File: src/logic/ccd_pkg.sv
`default_nettype none
package ccd_pkg;

  // ----------------------------------------
  // Register map (register index addresses)
  // ----------------------------------------
  localparam logic [7:0]  CCD_ADDR_CFG   = 8'h06;
  localparam logic [7:0]  CCD_ADDR_ISTS  = 8'h10;
  localparam logic [7:0]  CCD_ADDR_IMSK  = 8'h11;
  localparam logic [7:0]  CCD_ADDR_STAT  = 8'h12;

  // ----------------------------------------
  // Global config field positions
  // ----------------------------------------
  localparam int CCD_RSVD_LSB  = 13;
  localparam int CCD_DLY_LSB   = 9;
  localparam int CCD_CHOP_BIT  = 8;
  localparam int CCD_ALL_BIT   = 7;
  localparam int CCD_NUM_LSB   = 4;
  localparam int CCD_LEN_LSB   = 1;
  localparam int CCD_CDEN_BIT  = 0;

  // ----------------------------------------
  // Reset values
  // ----------------------------------------
  localparam logic [15:0] CCD_CFG_RST    = 16'h0600;
  localparam logic [2:0]  CCD_RSVD_RST   = 3'h0;
  localparam logic [3:0]  CCD_DLY_RST    = 4'h3;
  localparam logic        CCD_CHOP_RST   = 1'b0;
  localparam logic        CCD_ALL_RST    = 1'b0;
  localparam logic [2:0]  CCD_NUM_RST    = 3'h0;
  localparam logic [2:0]  CCD_LEN_RST    = 3'h0;
  localparam logic        CCD_CDEN_RST   = 1'b0;
  localparam logic [1:0]  CCD_IRQ_RST    = 2'h0;

  // ----------------------------------------
  // Interrupt status bit positions
  // ----------------------------------------
  localparam int CCD_EV_DETECT = 0;
  localparam int CCD_EV_SETTLE = 1;

  // ----------------------------------------
  // Counts
  // ----------------------------------------
  // Settle counter: up to 65536 modulator periods
  localparam int          CCD_SETTLE_W   = 17;
  localparam logic [16:0] CCD_SETTLE_ONE = 17'h00001;
  // Exceed target: 1 shifted by the count code, max 128
  localparam logic [7:0]  CCD_EXC_ONE    = 8'h01;
  localparam logic [7:0]  CCD_EXC_MAX    = 8'hFF;
  // Watch window lengths in conversion periods, by code
  localparam logic [7:0][11:0] CCD_WIN_LEN = {
    12'hE00, 12'hA00, 12'h700, 12'h500, 12'h300, 12'h200, 12'h100, 12'h080
  };

endpackage : ccd_pkg
`default_nettype wire

File: src/logic/ccd_cfg_top.sv
`default_nettype none
// Functional notes
// Software writes zeros to reserved bits
// Chop settle waits 2^(n+1) modulator periods
// Settle delay code resets to three
// Chop enable bit, resets off
// Qualify detect on any or all channels
// Current detect enable bit, resets off
// Exceed count code sets 2^n trigger count
// Window code selects conversion period length
module ccd_cfg_top
  import ccd_pkg::*;
#(
  parameter int NCH = 8
) (
  // Clock and reset
  input  wire logic           clk,
  input  wire logic           nrst,
  // Register port
  input  wire logic [7:0]     addr,
  input  wire logic [15:0]    wdata,
  input  wire logic           wr,
  input  wire logic           rd,
  output logic [15:0]         rdata,
  // Converter timing
  input  wire logic           mod_tick,
  input  wire logic           chop_phase_start,
  input  wire logic           conv_done,
  input  wire logic [NCH-1:0] chan_exceed,
  // Results
  output logic                chop_enable,
  output logic                settling,
  output logic                measure_start,
  output logic                detect_pulse,
  output logic                irq
);

  // ----------------------------------------
  // State
  // ----------------------------------------
  typedef struct packed {
    logic [2:0]  rsvd;
    logic [3:0]  dly;
    logic        chop_en;
    logic        all_sel;
    logic [2:0]  num;
    logic [2:0]  len;
    logic        overcurrent_watch_enable;
    logic [1:0]  sts;
    logic [1:0]  msk;
    logic [15:0] rdata;
    logic        irq;
    logic [11:0] win_cnt;
    logic [7:0]  exc_cnt;
    logic        fired;
    logic        detect;
  } ccd_top_s;

  ccd_top_s q;
  ccd_top_s d;

  // ----------------------------------------
  // Internal signals
  // ----------------------------------------
  logic tmr_busy;
  logic tmr_done;
  logic qual;
  logic [7:0] target;
  logic [15:0] cfg_word;
  logic [NCH:0] any_chain;
  logic [NCH:0] all_chain;

  // ----------------------------------------
  // Settle timer
  // ----------------------------------------
  // settling delay count
  // Abort wins over start, so a cleared enable never waits
  ccd_settle_timer u_tmr (
    .clk   (clk),
    .nrst  (nrst),
    .start (q.chop_en && chop_phase_start),
    .abort (!q.chop_en),
    .tick  (mod_tick),
    .code  (q.dly),
    .busy  (tmr_busy),
    .done  (tmr_done)
  );

  // ----------------------------------------
  // Readback word
  // ----------------------------------------
  // Assembled config word for readback
  assign cfg_word = {q.rsvd, q.dly, q.chop_en, q.all_sel, q.num, q.len, q.overcurrent_watch_enable};

  // ----------------------------------------
  // Channel qualification
  // ----------------------------------------
  // Any and all chains, one stage per channel
  assign any_chain[0] = 1'b0;
  assign all_chain[0] = 1'b1;
  for (genvar ch = 0; ch < NCH; ch++) begin : g_chan
    assign any_chain[ch+1] = any_chain[ch] | chan_exceed[ch];
    assign all_chain[ch+1] = all_chain[ch] & chan_exceed[ch];
  end

  // any or all channel qualification
  assign qual   = q.all_sel ? all_chain[NCH] : any_chain[NCH];
  // trigger count from code
  // Compared with the count plus this hit, so the 2^n-th hit fires
  assign target = CCD_EXC_ONE << q.num;

  // ----------------------------------------
  // Next state
  // ----------------------------------------
  always_comb begin
    d        = q;
    d.rdata  = '0;
    d.detect = 1'b0;

    // --------------------------------------
    // Register writes
    // --------------------------------------
    if (wr) begin
      case (addr)
        CCD_ADDR_CFG: begin
          d.rsvd    = wdata[CCD_RSVD_LSB +: 3];
          d.dly     = wdata[CCD_DLY_LSB +: 4];
          // chop enable write
          d.chop_en = wdata[CCD_CHOP_BIT];
          d.all_sel = wdata[CCD_ALL_BIT];
          d.num     = wdata[CCD_NUM_LSB +: 3];
          d.len     = wdata[CCD_LEN_LSB +: 3];
          // detect enable write
          d.overcurrent_watch_enable   = wdata[CCD_CDEN_BIT];
        end
        CCD_ADDR_ISTS: d.sts = q.sts & ~wdata[1:0];   // Write one to clear
        CCD_ADDR_IMSK: d.msk = wdata[1:0];
        default: ;
      endcase
    end

    // --------------------------------------
    // Register reads, data one cycle later
    // --------------------------------------
    // Unmapped reads return zero, never stall
    if (rd) begin
      case (addr)
        CCD_ADDR_CFG:  d.rdata = cfg_word;
        CCD_ADDR_ISTS: d.rdata = {14'h0000, q.sts};
        CCD_ADDR_IMSK: d.rdata = {14'h0000, q.msk};
        CCD_ADDR_STAT: d.rdata = {7'h00, tmr_busy, q.exc_cnt};
        default:       d.rdata = 16'h0000;
      endcase
    end

    // --------------------------------------
    // Current detect window and exceed counting
    // --------------------------------------
    // detect logic idle when disabled
    if (!q.overcurrent_watch_enable) begin
      d.win_cnt = '0;
      d.exc_cnt = '0;
      d.fired   = 1'b0;
    end else if (conv_done) begin
      // Saturates so a long window cannot wrap the count
      if (qual && (q.exc_cnt != CCD_EXC_MAX)) begin
        d.exc_cnt = q.exc_cnt + CCD_EXC_ONE;
      end
      // fire once count reached
      if (qual && !q.fired && ((q.exc_cnt + CCD_EXC_ONE) >= target)) begin
        d.detect = 1'b1;
        d.fired  = 1'b1;
      end
      // window end restarts count
      // Last conversion of a window still counts
      if (q.win_cnt == (CCD_WIN_LEN[q.len] - 12'h001)) begin
        d.win_cnt = '0;
        d.exc_cnt = '0;
        d.fired   = 1'b0;
      end else begin
        d.win_cnt = q.win_cnt + 12'h001;
      end
    end

    // --------------------------------------
    // Sticky events, set wins over clear
    // --------------------------------------
    if (d.detect) begin
      d.sts[CCD_EV_DETECT] = 1'b1;
    end
    if (tmr_done) begin
      d.sts[CCD_EV_SETTLE] = 1'b1;
    end
    // Irq follows the next status, no extra cycle
    d.irq = |(d.sts & d.msk);
  end

  // ----------------------------------------
  // State register
  // ----------------------------------------
  always_ff @(posedge clk) begin
    if (!nrst) begin
      q         <= '0;
      // delay code reset value
      q.rsvd    <= CCD_RSVD_RST;
      q.dly     <= CCD_DLY_RST;
      q.chop_en <= CCD_CHOP_RST;
      q.all_sel <= CCD_ALL_RST;
      q.num     <= CCD_NUM_RST;
      q.len     <= CCD_LEN_RST;
      q.overcurrent_watch_enable   <= CCD_CDEN_RST;
      q.sts     <= CCD_IRQ_RST;
      q.msk     <= CCD_IRQ_RST;
    end else begin
      q <= d;
    end
  end

  // ----------------------------------------
  // Outputs straight from flops
  // ----------------------------------------
  assign rdata         = q.rdata;
  assign chop_enable   = q.chop_en;
  assign settling      = tmr_busy;
  assign measure_start = tmr_done;
  assign detect_pulse  = q.detect;
  assign irq           = q.irq;

endmodule : ccd_cfg_top
`default_nettype wire

File: src/logic/ccd_settle_timer.sv
`default_nettype none
module ccd_settle_timer
  import ccd_pkg::*;
(
  // Clock and reset
  input  wire logic       clk,
  input  wire logic       nrst,
  // Control
  input  wire logic       start,
  input  wire logic       abort,
  input  wire logic       tick,
  input  wire logic [3:0] code,
  // Status
  output logic            busy,
  output logic            done
);

  // ----------------------------------------
  // State
  // ----------------------------------------
  typedef struct packed {
    logic [CCD_SETTLE_W-1:0] cnt;
    logic                    busy;
    logic                    done;
  } ccd_tmr_s;

  ccd_tmr_s q;
  ccd_tmr_s d;

  // Countdown of 2^(code+1) modulator ticks
  always_comb begin
    d      = q;
    d.done = 1'b0;
    if (abort) begin
      d.busy = 1'b0;
      d.cnt  = '0;
    end else if (start) begin
      d.busy = 1'b1;
      d.cnt  = CCD_SETTLE_ONE << (5'(code) + 5'd1);
    end else if (q.busy && tick) begin
      d.cnt = q.cnt - CCD_SETTLE_ONE;
      if (q.cnt == CCD_SETTLE_ONE) begin
        d.busy = 1'b0;
        d.done = 1'b1;        // Measurement may begin
      end
    end
  end

  // State register
  always_ff @(posedge clk) begin
    if (!nrst) begin
      q <= '0;
    end else begin
      q <= d;
    end
  end

  assign busy = q.busy;
  assign done = q.done;

endmodule : ccd_settle_timer
`default_nettype wire

File: config.mk
export PLATFORM = sky130hd
export DESIGN_NAME = ccd_cfg_top
export DESIGN_NICKNAME = d
export VERILOG_FILES = /design/src/logic/ccd_pkg.sv /design/src/logic/ccd_cfg_top.sv /design/src/logic/ccd_settle_timer.sv
export SDC_FILE = /design/constraint.sdc
export NUM_CORES = 1
export LEC_CHECK = 0
export BUFFER_PORTS_ARGS = -buffer_cell sky130_fd_sc_hd__buf_4
export CAP_MARGIN = 20
export CORE_MARGIN = 2
export CORE_UTILIZATION = 51
export DETAILED_ROUTE_END_ITERATION = 8
export PLACE_DENSITY = 0.75
export SYNTH_ARGS = -nofsm -noshare
export SYNTH_HDL_FRONTEND = slang
export SYNTH_SLANG_ARGS = --single-unit
File: constraint.sdc
create_clock -name clk -period 2.27 [get_ports clk]
set_clock_uncertainty 0.2 [all_clocks]
set_input_delay 0.227 -clock clk [delete_from_list [all_inputs] [get_ports clk]]
set_output_delay 0.227 -clock clk [all_outputs]
set_load 0.02 [all_outputs]
==> Yosys cells after proc, flatten, opt, wreduce, memory -nomap -nowiden <==
Memories as Yosys holds them, arrays and structs flattened. A register that Yosys moved wholly into a read port is not among the register bits.
Cells that the tools add are included.
{ "totals": {"reg_bits": 78, "mem_bits_ro": 96, "inputBits": 39, "out_inout_bits": 21, "wordCells": 93, "mem_count": 1} }
{ "mem_list": {"columns": ["memory", "words", "width", "rd", "rd_clocked_by_memory_dff", "write_ports", "line", "rtl"], "rows": [
  ["(name not given)", 8, 12, 1, 1, 0, "ccd_cfg_top.sv:176", "if (q.win_cnt == (CCD_WIN_LEN[q.len] - 12'h001)) begin"]
]} }
{ "classes": {"add_sub_neg": 5, "magnitude_cmp": 2, "n_eq_ne": 7, "n_shift": 2, "n_mux": 19, "bitwise_logic": 20, "reduce_logical": 19} }
{ "ops": {"columns": ["op", "n"], "rows": [
  ["16-bit case mux with 4 select lines", 1],
  ["8-bit by 5-bit equality test with 1-bit output (second input constant)", 3],
  ["12-bit 2-to-1 mux", 2],
  ["19-bit 2-to-1 mux", 1],
  ["18-bit 2-to-1 mux", 1],
  ["17-bit by 1-bit equality test with 1-bit output (second input constant)", 1],
  ["1-bit by 5-bit << shifter with 17-bit output (first input constant)", 1],
  ["17-bit by 1-bit subtractor with 17-bit output (second input constant)", 1],
  ["2-bit AND reduction", 7],
  ["12-bit by 1-bit adder with 12-bit output (second input constant)", 1],
  ["12-bit equality test", 1],
  ["12-bit by 1-bit subtractor with 12-bit output (second input constant)", 1],
  ["9-bit 2-to-1 mux", 1],
  ["8-bit by 1-bit adder with 8-bit output (second input constant)", 1],
  ["8-bit by 3-bit equality test with 1-bit output (second input constant)", 1],
  ["8-bit >= comparator", 1],
  ["2-bit 2-to-1 mux", 4],
  ["8-bit 2-to-1 mux", 1],
  ["8-bit inequality test (second input constant)", 1],
  ["2-bit nonzero test", 4],
  ["1-bit by 3-bit << shifter with 8-bit output (first input constant)", 1],
  ["1-bit AND", 7],
  ["1-bit OR", 7],
  ["3-bit 2-to-1 mux", 2],
  ["other kinds (11)", 22]
]} }

==> Logic depth before layout (Yosys ltp) <==
{ "depth": {"depth_word": 16, "mapped_depth": 11, "ltp_nobuf": 11} }

==> Modules after synthesis <==
Synthesis repeated with hierarchy kept, for this count alone.
{ "unflattened": {"hier_cells": 475, "hier_area_um2": 4214.0} }
{ "by_module_without_submodules": {"columns": ["mod", "n_inst", "cells_per_inst", "area_each_um2", "seq_area_each_um2"], "rows": [
  ["ccd_cfg_top", 1, 346, 3101.7, 1281.2],
  ["ccd_settle_timer", 1, 129, 1112.3, 380.4]
]} }

==> Worst setup path before layout <==
OpenSTA, ideal clock, no wires.
{ "synth_path": {"path_type": "register to register", "from": "register q[4] (netlist bit)", "to": "register q, in the netlist irq", "setup_ns": 0.116, "arrival_time_ns": 2.116, "required_ns": 1.954, "path_slack_ns": -0.162, "path_stages_with_launch": 12, "n_path_buf": 0, "period_less_slack_ns": 2.432, "cell_sequence": "dfxtp_1 -> and3_1 -> nand3_1 -> or2_2 -> nand2_1 -> ha_1 -> a21o_1 -> a21o_1 -> a21oi_1 -> o31a_1 -> nor3_1 -> a31o_2"} }
{ "synth_via": {"elab_chain_cells": 9} }
{ "synth_rtl": {"columns": ["item", "line", "rtl"], "rows": [
  ["start: declaration", "ccd_cfg_top.sv:59", "ccd_top_s q;"],
  ["8-bit by 1-bit adder with 8-bit output", "ccd_cfg_top.sv:170", "if (qual && !q.fired && ((q.exc_cnt + CCD_EXC_ONE) >= target)) begin"],
  ["8-bit >= comparator", "ccd_cfg_top.sv:170", null],
  ["1-bit logical AND", "ccd_cfg_top.sv:170", null],
  ["2-bit 2-to-1 mux", "ccd_cfg_top.sv:170", null],
  ["1-bit 2-to-1 mux", "ccd_cfg_top.sv:164", "end else if (conv_done) begin"],
  ["1-bit 2-to-1 mux", "ccd_cfg_top.sv:160", "if (!q.overcurrent_watch_enable) begin"],
  ["1-bit 2-to-1 mux", "ccd_cfg_top.sv:188", "if (d.detect) begin"],
  ["2-bit AND", "ccd_cfg_top.sv:195", "d.irq = |(d.sts & d.msk);"],
  ["2-bit OR reduction", "ccd_cfg_top.sv:195", null]
]} }
No other way between the ends. The select of a mux whose other input is x is not followed.
A chain may end at the register's enable or synchronous reset.

==> Worst setup path in the final report <==
{ "layout_path": {"from": "register u_tmr.q[4] (netlist bit)", "to": "register u_tmr.q[16] (netlist bit)"} }
{ "layout_via": {"elab_chain_cells": 3} }
{ "layout_rtl": {"columns": ["item", "line", "rtl"], "rows": [
  ["start: declaration", "ccd_settle_timer.sv:27", "ccd_tmr_s q;"],
  ["start signal: assignment", "ccd_settle_timer.sv:52", "q <= '0;"],
  ["start signal: assignment", "ccd_settle_timer.sv:54", "q <= d;"],
  ["17-bit by 1-bit subtractor with 17-bit output", "ccd_settle_timer.sv:41", "d.cnt = q.cnt - CCD_SETTLE_ONE;"],
  ["19-bit 2-to-1 mux", "ccd_settle_timer.sv:40", "end else if (q.busy && tick) begin"],
  ["18-bit 2-to-1 mux", "ccd_settle_timer.sv:37", "end else if (start) begin"]
]} }
No other way between the ends. The select of a mux whose other input is x is not followed.

==> reports/summary.md <==
Of all nets on the critical path, the largest fanout is 4. The pre-antenna-repair detailed-routing pass consisted of 4 iterations. The share of the synthesized area in the top cell type works out to 41.2%. Subtracting the final worst setup slack from the clock period gives 2.35 ns. Across every metal layer, demand over resource in global routing totals 24.2%.

Setup repair after global routing could not meet its margin everywhere. Number of global-route vias before repair: 3,633. Of the total power, registers draw 56.1%. After filler insertion, the fill cell instance count of the layout stands at 622. Of all flip-flops after synthesis, the portion carrying an async set or reset was 0%.

The sort of element at the end of the critical path is a flop. The floorplan has 32 rows. Summing every instance area after synthesis gives 0.00403 sq mm. The checks that failed: setup timing. dfxtp_1 is the most common cell in the netlist.

The clock reaches the later pin of the worst-skew pair after 0.37 ns. Ranked by instance count, the synthesized netlist is headed by dfxtp_1 (83), nand2_1 (54), nor2_1 (42), xor2_1 (19), nand3_1 (17). The share of the clock period used by the worst path after layout came out at 104%. Ranked by total cell area, the synthesized netlist is headed by dfxtp_1 (41%), nand2_1 (5.0%), xor2_1 (4.1%). Based on the critical path, the design can be clocked at up to 0.426 GHz. For the worst setup path, the data required time is 2.32 ns. The run finished, with violations left. The pin count of the biggest net entering global routing is 26, and the part of the power in combinational logic is 4.6%. The mean cell area of the mapped netlist is 8.79 sq um. The path type of the worst min-delay path is input pin to flop. Yosys mapped the design onto 56 distinct sky130hd cell types.

The H-tree generated during clock tree synthesis spans 3 levels. The fraction of final layout cells sized beyond drive strength 1 was 29.4%. After detailed routing, the total wire length is 10,200 um. The area overhead of the layout relative to synthesis came out at 29.0%. Synthesis inferred 83 register bits. The global-route wire length before repair is 16,600 um, and the detailed-route DRC error count is 0. For this run the aggregate overflow at the end of global routing stands at 0.

The number of antenna violations at the first check in global routing is 0, and the switching share of power is 25.1%. The detailed router finished its first iteration with 136 violations. Most area-hungry cell type in the Yosys netlist: dfxtp_1.

After routing the design area is 0.00520 sq mm. In this run the deepest clock path goes through 2 buffers. The footprint of the flip-flops and latches is 0.00167 sq mm, and the minimum setup slack in the final design is -0.0795 ns. The tools report the capturing element of the worst setup path as u_tmr.q[16]. For this run, the leading register cell type out of synthesis is dfxtp_1.

The worst setup path startpoint was u_tmr.q[4]. For this design the total switching power over the nets is 0.650 mW. Across the run, the number of max-cap violations was 0. For the sum of net half-perimeters after detailed placement, the log shows 7140 um.

The net count of the finished layout is 605. The worst register-to-register path begins at u_tmr.q[4]. IR analysis of the VDD net gives a maximum drop of 331 uV. Total die area: 0.00864 sq mm. Sequential cells were found to cover 41.2% of the synthesized design area. The tree is rooted in a clkbuf_8. Pin placement for this block handled 60 I/O pins.

In the final routed layout, each cell accounts on average for 15.4 um. For this design the ratio of total power to cell area is 498 mW/mm^2. For this run, the number of Yosys warnings is 0. The critical path is of the flop to flop type. The die extent in x works out to 92.9 um. Synthesis produced 459 cells. The critical path startpoint category is a flop. Counting flops with a built-in enable in the synthesized netlist gives 0. For the worst setup path, the data arrival time is 2.40 ns.

The tools report the relative max-transition margin as 67.5%. The internal power of the cells totals 1.94 mW. Clock tree synthesis inserted a total of 9 buffers.

In this run the cell area measured after placement is 0.00474 sq mm. For the pin with the worst max-slew slack, the measured transition is 0.483 ns. The final-report max-slew violation count was 0; the number of nets with antenna violations after routing was 0. Of the total power, the clock network draws 39.3%. After floorplanning, the core was sized to cover 0.00769 sq mm.

The setup-violating endpoint count in the final report came out at 5. The worst register-to-register path has a setup slack of -0.08 ns. Endpoint of the most critical register-to-register path: u_tmr.q[16]. The leakage power is 2.11 nW, and the clock-pin transition on the worst setup and hold timing paths is 0.09 ns. The initial cell density of the core was 52.5%. The number of I/O port buffers works out to 59. Number of hold-slack violations in the final timing report: 0.

The number of antenna diodes in the final layout is 0. The multi-input logic area came out at 0.00226 sq mm. Summed over all failing endpoints, the final setup total negative slack is -0.233 ns. The die is 92.9 um tall. The placer's final routability congestion estimate is 0.882, and the number of cells on the worst reg-to-reg path is 6. The tools report the total via count after detailed routing as 3,661. Synthesis produced a netlist with a net count of 511. Cells fill 67.7% of the core in the end.

TritonCTS built the clock tree. The clock net in this run drives a total of 83 sinks. The via density per instance works out to 5.55.
==> power groups by stage <==
stage / sequential, mW / clock (mW) / combinational, mW
after global placement: 1.49 / 0 / 0.0928
after floorplan: 1.49 / 0 / 0.0275
after CTS: 1.46 / 1.03 / 0.118
after detailed placement: 1.49 / 0 / 0.0947
after global routing: 1.46 / 1.09 / 0.129
final: 1.45 / 1.02 / 0.120
==> how the worst min path moves through the flow <==
stage	start	end	slack, ns	depth (start not counted)
after floorplan	wdata[10]	cfg_word[10]	0.15	2
after global placement	cfg_word[14]	rdata[14]	0.24	1
after detailed placement	cfg_word[13]	rdata[13]	0.24	1
after CTS	nrst	q[16]	0.01	3
after global routing	nrst	q[16]	0.04	3
final	nrst	q[16]	0.03	3
==> cell families after synthesis <==
kind of cell	count (synthesis)	synth area share, %
and+or+nand+nor	197	25.7
xor gates and xnor gates	35	7.60
adders and majority gates	13	4.03
muxes	6	1.55
DFF	83	41.2
AOI/OAI and AO/OA	81	14.3
buffers and inverters	44	5.61
==> cell usage in the layout (no fill, tap or decap), types with 5 or more instances in the layout <==
cell type | netlist | routed
inv_6 | 0 | 5
o21ai_0 | 6 | 6
ha_1 | 13 | 10
a22oi_1 | 15 | 15
nand4_1 | 8 | 8
dfxtp_1 | 83 | 76
nand2_1 | 54 | 53
and3_1 | 6 | 5
xnor2_1 | 16 | 15
inv_1 | 9 | 7
nor3_1 | 12 | 9
nand3_1 | 17 | 16
dlygate4sd3_1 | 0 | 16
nor2_1 | 42 | 40
nor3_2 | 3 | 5
and2_1 | 11 | 11
a21o_1 | 8 | 8
a21oi_1 | 13 | 12
a21boi_0 | 11 | 11
nor4_1 | 11 | 10
buf_4 | 16 | 102
dfxtp_2 | 0 | 6
nand2b_1 | 8 | 7
clkbuf_8 | 0 | 9
xor2_1 | 19 | 19
==> worst max-delay path, cell delays in order (launching register included) <==
cell and delay (ns):
dfxtp_1 0.32, or4_4 0.53, or4_4 0.47, or2_4 0.29, nor4_4 0.15, xnor2_1 0.16
o22ai_1 0.10
==> stage by stage <==
stage	hold WS (ns)	setup slack, ns	std cells	power [mW]
6_report	0.0314	-0.0795	660	2.59
5_1_grt	0.0434	-0.178	660	2.67
4_1_cts	0.0123	-0.0678	657	2.61
3_5_place_dp	0.242	-0.0991	624	1.58
3_3_place_gp	0.236	-0.0561	624	1.58
2_1_floorplan	0.151	-0.0303	459	1.52
==> metal layers <==
metal	global-route usage (%)	routed length, um
met5	0	0
met4	12.7	318
met3	4.07	408
met2	42.7	5240
met1	28.0	4200
==> flip-flops by register name, summed over array words and instances, names as in the netlist, named ones only <==
| signal | cells |
|---|---|
| u_tmr.q | 17 |
| chop_enable | 1 |
| rdata | 16 |
| u_tmr.busy | 1 |
| q | 25 |
| detect_pulse | 1 |
| cfg_word | 15 |
| u_tmr.done | 1 |
| irq | 1 |
==> what timing repair did <==
item,in CTS,in global routing
setup buffers,1,3
endpoints found under the setup margin,10,16
endpoints found under the hold margin,17,0
pin swaps,12,11
hold buffers,16,0
gates resized for setup,12,12
==> layout make-up <==
| type | instances | share of cell area (%) |
|---|---|---|
| tap | 102 | 2.45 |
| inverter | 9 | 0.649 |
| clock inverter | 7 | 1.08 |
| multi-input combinational | 332 | 43.5 |
| clock buffer | 9 | 2.38 |
| timing repair buffer | 118 | 17.8 |
| sequential | 83 | 32.1 |
Power figures use the tool's default switching activity.
